File: config.mk
export PLATFORM = sky130hd
export DESIGN_NAME = pdci_top
export DESIGN_NICKNAME = d
export VERILOG_FILES = /design/src/shared/pdci_pkg.sv /design/src/pdci_top.sv
export SDC_FILE = /design/constraint.sdc
export NUM_CORES = 1
export LEC_CHECK = 0
export ABC_AREA = 1
export BUFFER_PORTS_ARGS = -buffer_cell sky130_fd_sc_hd__buf_2
export CORE_UTILIZATION = 25
export DETAILED_ROUTE_END_ITERATION = 10
export PLACE_DENSITY = 0.49
export SLEW_MARGIN = 20
export SYNTH_ARGS = -nofsm -noshare
export SYNTH_HDL_FRONTEND = slang
export SYNTH_SLANG_ARGS = --single-unit
File: constraint.sdc
create_clock -name REF_CLK -period 4.8 [get_ports REF_CLK]
set_input_delay 1.2 -clock REF_CLK [delete_from_list [all_inputs] [get_ports REF_CLK]]
set_output_delay 1.2 -clock REF_CLK [all_outputs]
set_load 0.02 [all_outputs]
File: src/shared/pdci_pkg.sv
// Constants for the port data and change interrupt block
package pdci_pkg;
   localparam int PORT_W = 8;
   // Register select codes on the local register port
   localparam logic [3:0] REG_PIN_DIR     = 4'h0;
   localparam logic [3:0] REG_IRQ_EN      = 4'h1;
   localparam logic [3:0] REG_DEF_VAL     = 4'h2;
   localparam logic [3:0] REG_CMP_SRC     = 4'h3;
   localparam logic [3:0] REG_CONFIG      = 4'h4;
   localparam logic [3:0] REG_SRC_FLAGS   = 4'h5;
   localparam logic [3:0] REG_CAPTURE     = 4'h6;
   localparam logic [3:0] REG_PIN_VALUE   = 4'h7;
   localparam logic [3:0] REG_OUT_LATCH   = 4'h8;
   // Configuration bit positions
   localparam int CFG_COMBINE    = 6;
   localparam int CFG_OPEN_DRAIN = 2;
   localparam int CFG_POLARITY   = 1;
   localparam int CFG_CLEAR_SEL  = 0;
   localparam logic [7:0] CFG_MASK    = 8'h47;
   // Reset values
   localparam logic [7:0] RST_DIR     = 8'hFF;
   localparam logic [7:0] RST_ZERO    = 8'h00;
endpackage : pdci_pkg

File: src/pdci_top.sv
// Port data, output latch and change interrupt logic for two 8-bit ports
//
// Function
// - Capture register holds pin levels at interrupt
// - Port read returns sampled pin levels
// - Port write updates the output latch
// - Latch read returns latch contents
// - Latch drives pin only when output
// - Only enabled inputs can raise interrupts
// - Output pins never affect interrupt outputs
// - One independent interrupt signal per port
// - Separate mode routes each port alone
// - Combined mode ORs both port interrupts
// - Combined mode clears per port read
// - Previous-value mode interrupts on pin change
// - Default mode interrupts on default mismatch
// - Outputs selectable low, high or open-drain
// - Interrupt copies port pins into capture
// - Pending interrupt blocks new capture
// - Only selected register read clears interrupt
// - Clear happens after last data bit
// - Pending change reasserts after port read
// - New level becomes previous-value reference
// - Default mismatch persists after clearing read
// - Clear-select picks capture or port read
// - Open-drain overrides polarity bit
// - Compare-source bit picks default or previous
// - Source flags mark pins that interrupted
`timescale 1ns/1ps
module pdci_top
   import pdci_pkg::*;
(
   // Clock, reset, enable
   input  wire logic              REF_CLK,
   input  wire logic              RST,
   input  wire logic              CLK_EN,
   // Register port from the serial front end
   input  wire logic              REG_WR,
   input  wire logic              REG_RD,
   input  wire logic              REG_RD_DONE,
   input  wire logic              REG_PORT_B,
   input  wire logic [3:0]        REG_SEL,
   input  wire logic [7:0]        REG_WDATA,
   output logic      [7:0]        REG_RDATA,
   // Port pins
   input  wire logic [7:0]        PORT_A_PINS_IN,
   input  wire logic [7:0]        PORT_B_PINS_IN,
   output logic      [7:0]        PORT_A_PINS_OUT,
   output logic      [7:0]        PORT_A_PINS_OE,
   output logic      [7:0]        PORT_B_PINS_OUT,
   output logic      [7:0]        PORT_B_PINS_OE,
   // Interrupt outputs
   output logic                   IRQ_OUT_A_OUT,
   output logic                   IRQ_OUT_A_OE,
   output logic                   IRQ_OUT_B_OUT,
   output logic                   IRQ_OUT_B_OE
);

   logic [7:0] expander_config_ff;
   logic [7:0] pin_dir_ff       [2];
   logic [7:0] irq_en_ff        [2];
   logic [7:0] def_val_ff       [2];
   logic [7:0] cmp_src_ff       [2];
   logic [7:0] latch_ff         [2];
   logic [7:0] capture_ff       [2];
   logic [7:0] flags_ff         [2];
   logic [7:0] prev_ff          [2];
   logic       pend_ff          [2];
   logic       clr_arm_ff       [2];
   logic [7:0] pins             [2];
   logic [7:0] mismatch         [2];
   logic       clr_now          [2];
   logic       irq_a;
   logic       irq_b;
   logic       sel_p;

   assign pins[0] = PORT_A_PINS_IN;
   assign pins[1] = PORT_B_PINS_IN;
   assign sel_p   = REG_PORT_B;

   // Pin compare, both reference sources per bit, gated to enabled inputs
   function automatic logic [7:0] change_detect(input logic [7:0] pv, input logic [7:0] ref_prev,
                                                input logic [7:0] dv, input logic [7:0] src,
                                                input logic [7:0] en, input logic [7:0] dir);
      change_detect = ((src & (pv ^ dv)) | (~src & (pv ^ ref_prev)))
                      & en & dir;
   endfunction : change_detect

   // Clearing read matches the clear-select bit
   function automatic logic is_clear_reg(input logic [3:0] sel, input logic cs);
      is_clear_reg = cs ? (sel == REG_CAPTURE) : (sel == REG_PIN_VALUE);
   endfunction : is_clear_reg

   // Configuration register is shared by both ports
   always_ff @(posedge REF_CLK or posedge RST) begin
      if (RST) begin
         expander_config_ff <= RST_ZERO;
      end else if (CLK_EN && REG_WR && REG_SEL == REG_CONFIG) begin
         expander_config_ff <= REG_WDATA & CFG_MASK;
      end
   end

   for (genvar p = 0; p < 2; p++) begin : g_port
      assign mismatch[p] = change_detect(pins[p], prev_ff[p], def_val_ff[p], cmp_src_ff[p],
                                         irq_en_ff[p], pin_dir_ff[p]);
      // Clear lands only when the front end reports the last bit shifted out
      assign clr_now[p]  = clr_arm_ff[p] && REG_RD_DONE;

      // Software configuration and latch
      always_ff @(posedge REF_CLK or posedge RST) begin
         if (RST) begin
            pin_dir_ff[p] <= RST_DIR;
            irq_en_ff[p]  <= RST_ZERO;
            def_val_ff[p] <= RST_ZERO;
            cmp_src_ff[p] <= RST_ZERO;
            latch_ff[p]   <= RST_ZERO;
         end else if (CLK_EN && REG_WR && (sel_p == 1'(p))) begin
            unique case (REG_SEL)
               REG_PIN_DIR:   pin_dir_ff[p] <= REG_WDATA;
               REG_IRQ_EN:    irq_en_ff[p]  <= REG_WDATA;
               REG_DEF_VAL:   def_val_ff[p] <= REG_WDATA;
               REG_CMP_SRC:   cmp_src_ff[p] <= REG_WDATA;
               REG_PIN_VALUE,
               REG_OUT_LATCH: latch_ff[p]   <= REG_WDATA;
               default:       ;
            endcase
         end
      end

      // Arm clear on a qualifying read; writes never arm it
      always_ff @(posedge REF_CLK or posedge RST) begin
         if (RST) begin
            clr_arm_ff[p] <= 1'b0;
         end else if (CLK_EN) begin
            if (REG_RD && sel_p == 1'(p) &&
                is_clear_reg(REG_SEL, expander_config_ff[CFG_CLEAR_SEL])) begin
               clr_arm_ff[p] <= 1'b1;
            end else if (REG_RD_DONE) begin
               clr_arm_ff[p] <= 1'b0;
            end
         end
      end

      // Pending flag, capture and source flags; a new condition wins over clear
      always_ff @(posedge REF_CLK or posedge RST) begin
         if (RST) begin
            pend_ff[p]    <= 1'b0;
            capture_ff[p] <= RST_ZERO;
            flags_ff[p]   <= RST_ZERO;
            prev_ff[p]    <= RST_ZERO;
         end else if (CLK_EN) begin
            if ((!pend_ff[p] || clr_now[p]) && (mismatch[p] != RST_ZERO)) begin
               pend_ff[p]    <= 1'b1;
               capture_ff[p] <= pins[p];
               flags_ff[p]   <= mismatch[p];
               prev_ff[p]    <= pins[p];
            end else if (clr_now[p]) begin
               pend_ff[p]    <= 1'b0;
               flags_ff[p]   <= RST_ZERO;
               prev_ff[p]    <= pins[p];
            end else if (!pend_ff[p]) begin
               prev_ff[p]    <= pins[p];
            end
            // While pending, capture and reference are held
         end
      end
   end

   // Read data is registered
   always_ff @(posedge REF_CLK or posedge RST) begin
      if (RST) begin
         REG_RDATA <= RST_ZERO;
      end else if (CLK_EN && REG_RD) begin
         unique case (REG_SEL)
            REG_PIN_DIR:   REG_RDATA <= pin_dir_ff[sel_p];
            REG_IRQ_EN:    REG_RDATA <= irq_en_ff[sel_p];
            REG_DEF_VAL:   REG_RDATA <= def_val_ff[sel_p];
            REG_CMP_SRC:   REG_RDATA <= cmp_src_ff[sel_p];
            REG_CONFIG:    REG_RDATA <= expander_config_ff;
            REG_SRC_FLAGS: REG_RDATA <= flags_ff[sel_p];
            REG_CAPTURE:   REG_RDATA <= capture_ff[sel_p];
            REG_PIN_VALUE: REG_RDATA <= pins[sel_p];
            REG_OUT_LATCH: REG_RDATA <= latch_ff[sel_p];
            default:       REG_RDATA <= RST_ZERO;
         endcase
      end
   end

   // Pins: latch drives only output-configured pins
   assign PORT_A_PINS_OUT = latch_ff[0];
   assign PORT_A_PINS_OE  = ~pin_dir_ff[0];
   assign PORT_B_PINS_OUT = latch_ff[1];
   assign PORT_B_PINS_OE  = ~pin_dir_ff[1];

   // Routing; combined mode still needs both ports cleared
   assign irq_a = expander_config_ff[CFG_COMBINE] ? (pend_ff[0] | pend_ff[1])
                                                  : pend_ff[0];
   assign irq_b = expander_config_ff[CFG_COMBINE] ? (pend_ff[0] | pend_ff[1])
                                                  : pend_ff[1];

   // Open drain pulls low when active and releases otherwise
   always_comb begin
      if (expander_config_ff[CFG_OPEN_DRAIN]) begin
         IRQ_OUT_A_OUT = 1'b0;
         IRQ_OUT_A_OE  = irq_a;
         IRQ_OUT_B_OUT = 1'b0;
         IRQ_OUT_B_OE  = irq_b;
      end else begin
         IRQ_OUT_A_OUT = expander_config_ff[CFG_POLARITY] ? irq_a : ~irq_a;
         IRQ_OUT_A_OE  = 1'b1;
         IRQ_OUT_B_OUT = expander_config_ff[CFG_POLARITY] ? irq_b : ~irq_b;
         IRQ_OUT_B_OE  = 1'b1;
      end
   end

endmodule : pdci_top

==> run summary, run 1 <==
The flow ran to the end, and the final reports show no timing, DRC or antenna violations. The top achievable clock speed is 0.3724 GHz. Setup repair after global routing left no endpoint under its margin. The buffer levels on the longest clock path came out at 2. In this run the mean area of a mapped cell was 7.366 um^2.

The final critical path takes up 55.95% of the cycle. After clock tree synthesis, the repair step resized 0 gates. Global routing used 18.00% of the available tracks. The relative area change from synthesis to final layout is 18.41%.

The number of standard cells in the layout, taps in and fillers out came out at 1489. The final-layout worst hold slack is 0.4868 ns. The total placed cells including tap cells is 1457.

The number of rows created at floorplan is 63. The floorplan die area came out at 0.03081 mm^2. The total core area came out at 0.02964 mm^2. Leaving out fill and tap cells, the most frequent cell in the layout is nand2_1. The first routing iteration left 631 violations. In this run the horizontal extent of the chip is 175.5 um. The type of the most critical hold path is flop to flop.

The final clock skew came out at 0.009336 ns. Summed over all cells, the static leakage comes to 4.537 nW. The total number of vias is 6861. The category of the critical setup timing path is flop to primary output. The final layout contains routed wiring with a total length of 26710 um. The die outline height came out at 175.5 um.

The peak ir drop on the vdd network came out at 211.9 uV. The pre-antenna-repair detailed-routing pass consisted of 5 iterations. The largest individual stage delay along the critical path comes from the cell dfrtp_1.

The total of warnings raised by yosys came out at 0. Setup slack on the critical path of the routed design comes to 2.115 ns. The largest fanout of any net on the critical path came out at 4.

The placed wire-length estimate came out at 19640 um. For this design the ratio of total power to cell area is 460.5 mW/mm^2. The CTS sink count came out at 144. The net count of the finished layout is 1121.

The synthesized design contains 0 enable-type register cells. The number of antenna violations at the first check in global routing was 0. The netlist area before placement came out at 0.007528 mm^2.

The number of hold buffers added after cts is 0. The wire length of the first global-routing pass is 40990 um. The synthesized design contains 144 register bits.

The pin count of the biggest net entering global routing is 81. The minimum clock period is 2.685 ns. After clock tree synthesis, the clock-pin slew on the worst setup and hold paths is 0.06 ns. The worst slack after detailed placement is 1.802 ns.

The worst setup path is launched from a flop. The final weighted congestion in routability-driven placement is 0.8829. At the pin with the least slew margin, the transition time is 1.044 ns.

The via count of the first global-routing pass is 6581. In this design, the stage delay of the slowest critical-path cell is 0.44 ns. The signal on the critical path passes through a21oi_1, xor2_1, nor2_1, buf_2. The setup fix buffers added after clock tree synthesis came out at 0.

Summing the sequential cell areas from Yosys gives 48.13% of the chip area. STA classifies the critical path endpoint as a primary output. The number of routed nets with antenna violations is 0. The final design instance area without fill came out at 0.008915 mm^2. The number of nets in the synthesized netlist came out at 1057. The number of antenna diodes in the final layout is 0. The fraction of layout instances using a drive strength above 1 is 15.29%. The wire length per cell after detailed routing is 17.94 um.

The netlist uses 30 different library cells. The arrival time at the worst endpoint is 1.49 ns. The cell count after synthesis came out at 1022.

The count of buffers added on input and output ports is 78. The reported max-cap violation count is 0. The count of filler cells inserted in the layout came out at 3321.

The number of CTS-inserted buffers is 17. The final-report hold violation count is 0. The most used flip-flop cell after synthesis is dfrtp_1. The total overflow reported by the global router came out at 0.

The CTS H-tree depth is 4. The final-report max-slew violation count is 0. Leaving out fill and tap cells, the most frequent cells in the layout are nand2_1, dfrtp_1, o21ai_0. The clock reaches the later pin of the worst-skew pair after 0.43 ns. Counting both buffers and inverters, the worst setup path holds a total of 1.

Summed over all failing endpoints, the final setup total negative slack is 0 ns. The cell type group with the largest total delay on the critical path is flip-flops. The root buffer cell chosen for the clock tree is clkbuf_16.

The number of remaining DRC errors came out at 0. The top-level I/O count came out at 79. The starting density of the core is 25.40%. The critical path required time is 3.60 ns. The proportion of register bits with asynchronous set or reset after synthesis is 100.0%.

The post-detailed-placement cell area is 0.008240 mm^2. The clock tree from TritonCTS is built. The average via count per standard cell is 4.608. The final count of negative-setup-slack endpoints is 0. Headroom to the max-slew limit came out at 30.37%.
[area by class of cell]
cell class,instances,area (um^2),area share [%]
flip-flops and latches,144,3623,40.65
multi-input cells,744,3332,37.38
clock buffers,23,498.0,5.586
well taps,390,488.0,5.474
repair buffers,81,425.4,4.772
inverters,98,371.6,4.168
clock inverters,9,176.4,1.979
[cell families (layout without fill, tap and decap cells)]
logic type	after synthesis	count (layout)	share of synthesized area, %
compound gates	165	165	11.23
buf+inv	134	211	7.612
simple gates	577	577	32.79
flops	144	144	48.13
xor+xnor	2	2	0.2327
[where the power goes]
group | leakage [nW] | switching (W) | internal, W
Sequential | 1.84 | 0.000228 | 0.00149
Clock | 0.329 | 0.000548 | 0.000992
Combinational | 2.37 | 0.000559 | 0.000288
[routing by layer]
layer,vias up,GRT usage (%),wire length [um],share of wire (%)
met5,-,0,0,0
met4,0,5.326,517,1.9
met3,40,2.576,1031,3.9
met2,187,27.00,11760,44
met1,3263,26.58,13400,50
li1,3371,-,-,-
[through the flow]
stage	power (W)	util (%)
final	0.004106	30.08
after global routing	0.004322	30.08
after CTS	0.004127	30.08
after detailed placement	0.002584	27.80
after global placement	0.002567	27.80
after floorplan	0.002279	-
[path summary, 6_finish.rpt]
path,start,endpoint,slack [ns],cells after the start
setup reg to reg,pend_ff[0],capture_ff[3],2.72,5
max in group asynchronous,RST,pin_dir_ff[1],2.96,3
min in group asynchronous,RST,PORT_A_PINS_OUT[5],0.89,2
hold / removal,capture_ff[8],capture_ff[8],0.49,2
hold reg to reg,capture_ff[8],capture_ff[8],0.49,2
setup / recovery,pend_ff[0],IRQ_OUT_A_OUT,2.11,4
[sequential cells by signal (all words and copies together) (netlist names)]
| name | count |
|---|---|
| cmp_src_ff | 16 |
| REG_RDATA | 8 |
| PORT_A_PINS_OUT | 8 |
| capture_ff | 16 |
| def_val_ff | 16 |
| PORT_B_PINS_OUT | 8 |
| flags_ff | 16 |
| pend_ff | 2 |
| prev_ff | 16 |
| expander_config_ff | 4 |
| clr_arm_ff | 2 |
| pin_dir_ff | 16 |
| irq_en_ff | 16 |
[synth_stat cells, types with 3 or more instances]
| cell | n | share of area, % |
|---|---|---|
| o21ai_1 | 22 | 1.5 |
| a21oi_1 | 31 | 2.1 |
| nand2_4 | 4 | 0.60 |
| clkinv_1 | 3 | 0.15 |
| nand3_2 | 3 | 0.40 |
| nor2_2 | 5 | 0.42 |
| nor2_1 | 31 | 1.5 |
| dfstp_2 | 16 | 5.6 |
| buf_2 | 23 | 1.5 |
| inv_1 | 85 | 4.2 |
| buf_4 | 3 | 0.30 |
| inv_2 | 10 | 0.50 |
| nand3_1 | 59 | 3.9 |
| clkbuf_1 | 6 | 0.30 |
| dfrtp_1 | 128 | 43 |
| buf_6 | 4 | 0.60 |
| o211ai_1 | 5 | 0.50 |
| nand2_1 | 429 | 21 |
| nor3_1 | 10 | 0.66 |
| nand3b_1 | 16 | 1.6 |
| nand2_2 | 12 | 1.0 |
| o21ai_0 | 104 | 6.9 |
[worst reg2reg max path, cell delays in order (launching register included)]
cell	delay (ns)
dfrtp_1	0.44
nand2_1	0.09
inv_1	0.06
nor2_2	0.76
nand2_4	0.36
o21ai_0	0.28
Power figures use the tool's default switching activity.
==> run 2: changes to the inputs <==
--- a/config.mk
+++ b/config.mk
@@ -9,7 +9,7 @@
 export BUFFER_PORTS_ARGS = -buffer_cell sky130_fd_sc_hd__buf_2
 export CORE_UTILIZATION = 25
 export DETAILED_ROUTE_END_ITERATION = 10
-export PLACE_DENSITY = 0.49
+export PLACE_DENSITY = 0.47
 export SLEW_MARGIN = 20
 export SYNTH_ARGS = -nofsm -noshare
 export SYNTH_HDL_FRONTEND = slang
==> constraint.sdc (replaced) <==
create_clock -name REF_CLK -period 2.8 [get_ports REF_CLK]
set_input_delay 0.7 -clock REF_CLK [delete_from_list [all_inputs] [get_ports REF_CLK]]
set_output_delay 0.7 -clock REF_CLK [all_outputs]
set_load 0.02 [all_outputs]
==> run 2 against run 1 <==
Against the previous run: wire length up 4.2%; critical endpoint is now IRQ_OUT_B_OUT; die area unchanged; highest routed layer unchanged; hold slack worse by 0.29 ns.
==> run summary, run 2 (synthesized netlist as in run 1, its figures left out) <==
The flow ran to the end, and the final reports show no timing, DRC or antenna violations. Once detailed placement completed, the half-perimeter wirelength came to 21030 um. The starting density of the core is 25.40%. The sequential cell area came out at 0.003623 mm^2.

The top achievable clock speed is 0.4378 GHz. The aggregate global-route resource usage is 18.90%. The die outline height came out at 175.5 um. The most used routing layer is met2. The multi-input gate area in the final layout is 0.003332 mm^2. After detailed routing, the number of vias per cell comes to 4.599. The total of cells resized after clock tree synthesis is 0. Setup repair after global routing left no endpoint under its margin. In this run, CTS created clock tree buffers numbering 17.

The number of antenna violations at the first check in global routing is 0. VDD sags by at most 395.5 uV. The worst register-to-register path begins at cmp_src_ff[15]. The count of filler cells inserted in the layout came out at 3328. The top-level I/O count is 79. The critical path required time came out at 2.10 ns. The total core area is 0.02964 mm^2. The worst setup path is captured at a primary output. The floorplan has 63 rows. The largest fanout of any net on the critical path is 4. The width of the die is 175.5 um. Before CTS, the worst setup slack after placement is 0.4645 ns. After detailed routing, the number of remaining DRC violations is 0. The number of cell instances on the worst register-to-register path came out at 12.

The final clock skew is 0.01288 ns. The arrival time at the worst endpoint is 1.58 ns. The wire length of the first global-routing pass is 42420 um. After clock tree synthesis, the clock-pin slew on the worst setup and hold paths is 0.06 ns.

The CTS H-tree depth is 4. The library cells used most frequently in the layout, excluding fill and tap cells, are nand2_1, dfrtp_1, o21ai_0. The floorplan die area is 0.03081 mm^2. The final-report max-slew violation count is 0. The via count of the first global-routing pass is 6782.

The number of I/O port buffers is 78. Global routing used 26.53% of the available met1 tracks. The final count of negative-setup-slack endpoints came out at 0.

The CTS sink count is 144. The final weighted congestion in routability-driven placement came out at 0.8873. The aggregate routed wire length came out at 27830 um. The minimum clock period came out at 2.284 ns. Setup slack on the worst reg-to-reg path comes out at 1.07 ns. The worst setup slack after layout came out at 0.5156 ns.

The pin count of the biggest net entering global routing came out at 64. For the pin with the worst max-slew slack, the measured transition is 0.6294 ns. The static leakage is 4.534 nW. The library cell used most frequently in the layout, excluding fill and tap cells, is nand2_1.

For met2 alone, demand over resource in global routing was 29.51%. The startpoint type of the worst setup path is a flop. Cells with a size suffix above 1 make up 15.75% of the layout. The root cell of the clock tree is clkbuf_16. The final-report hold violation count came out at 0. The setup TNS came out at 0 ns. The setup fix buffers added after clock tree synthesis came out at 0. Summed over all layers, the global routing overflow is 0. The number of routed nets with antenna violations came out at 0. TritonCTS built the clock tree. The category of the critical setup timing path is flop to primary output. The number of nets in the layout is 1127. The type of the most critical hold path is input port to asynchronous set/reset pin. For this design, the CTS-stage hold fixing added 0 buffers.

Headroom to the max-slew limit came out at 57.99%. Dividing total power by cell area gives a power density of 756.7 mW/mm^2. In the global route stage, met3 resource usage came out at 3.420%. The later pin in the worst-skew pair is clocked with a latency of 0.43 ns.

The post-route fraction of the period consumed by the critical path came out at 81.59%. The reported max-cap violation count came out at 0. No sink is reached through more buffers than the 2 on the longest clock path. The length of the first detailed-routing pass in iterations is 5. The number of DRC markers after the initial detailed-route iteration is 571. The relative area change from synthesis to final layout is 18.38%. After detailed routing, the average wire length per cell comes to 18.61 um. The endpoint identified for the worst register-to-register timing path is flags_ff[8].

For this block, the via count after detailed routing is 6876. The number of antenna diodes is 0.
run 2: cell types whose count changed in the layout (fill, tap and decap cells not counted), moves of 2 or more:
cell / previous run / this run
buf_12: 1 / 4
buf_4: 2 / 5
bufinv_16: 5 / 2
clkbuf_8: 5 / 2
inv_6: 0 / 3
clkinvlp_4: 2 / 4
run 2: area by class of cell:
class	count	share of cell area, %
sequential	144	40.66
multi-input combinational	744	37.39
timing repair buffer	87	5.700
tap	390	5.475
clock buffer	20	5.124
inverter	98	4.170
clock inverter	12	1.488
run 2: metrics by stage:
| stage | cells | hold slack (ns) | cell area, um^2 | power [W] | util [%] |
|---|---|---|---|---|---|
| 3_3_place_gp | 1463 | 0.4639 | 8323 | 0.004473 | 28.08 |
| 4_1_cts | 1495 | 0.1853 | 8912 | 0.006807 | 30.07 |
| 6_report | 1495 | 0.1982 | 8912 | 0.006744 | 30.07 |
| 2_1_floorplan | 1022 | 0.4490 | 7532 | 0.003907 | - |
| 3_5_place_dp | 1463 | 0.4698 | 8323 | 0.004486 | 28.08 |
| 5_1_grt | 1495 | 0.1931 | 8912 | 0.007158 | 30.07 |
run 2: critical path: stages (launching register included):
cell and delay, ns:
dfrtp_1 0.50, a21oi_1 0.27, xor2_1 0.17, nor2_1 0.05, buf_2 0.16
run 2: per-layer routing:
metal,wire [um],vias up
li1,-,3379
met1,13400,3265
met2,12610,202
met3,1268,30
met4,545,0
met5,0,-
run 2: worst max path at each step:
stage / slack (ns) / startpoint / cells past startpoint / end
finish: 0.52 / pend_ff[1] / 4 / IRQ_OUT_B_OUT
detailed placement: 0.46 / REG_PORT_B / 8 / REG_RDATA[0]
CTS: 0.50 / pend_ff[1] / 4 / IRQ_OUT_B_OUT
floorplan: 0.31 / RST / 1 / PORT_A_PINS_OUT[0]
global route: 0.43 / pend_ff[1] / 4 / IRQ_OUT_B_OUT
global placement: 0.43 / REG_PORT_B / 8 / REG_RDATA[0]
run 2: where the power goes:
group | total [W] | internal [W] | switching (W)
registers | 0.00297 | 0.00256 | 0.000410
clock network | 0.00230 | 0.00136 | 0.000939
logic | 0.00148 | 0.000509 | 0.000968
total | 0.00674 | 0.00443 | 0.00232
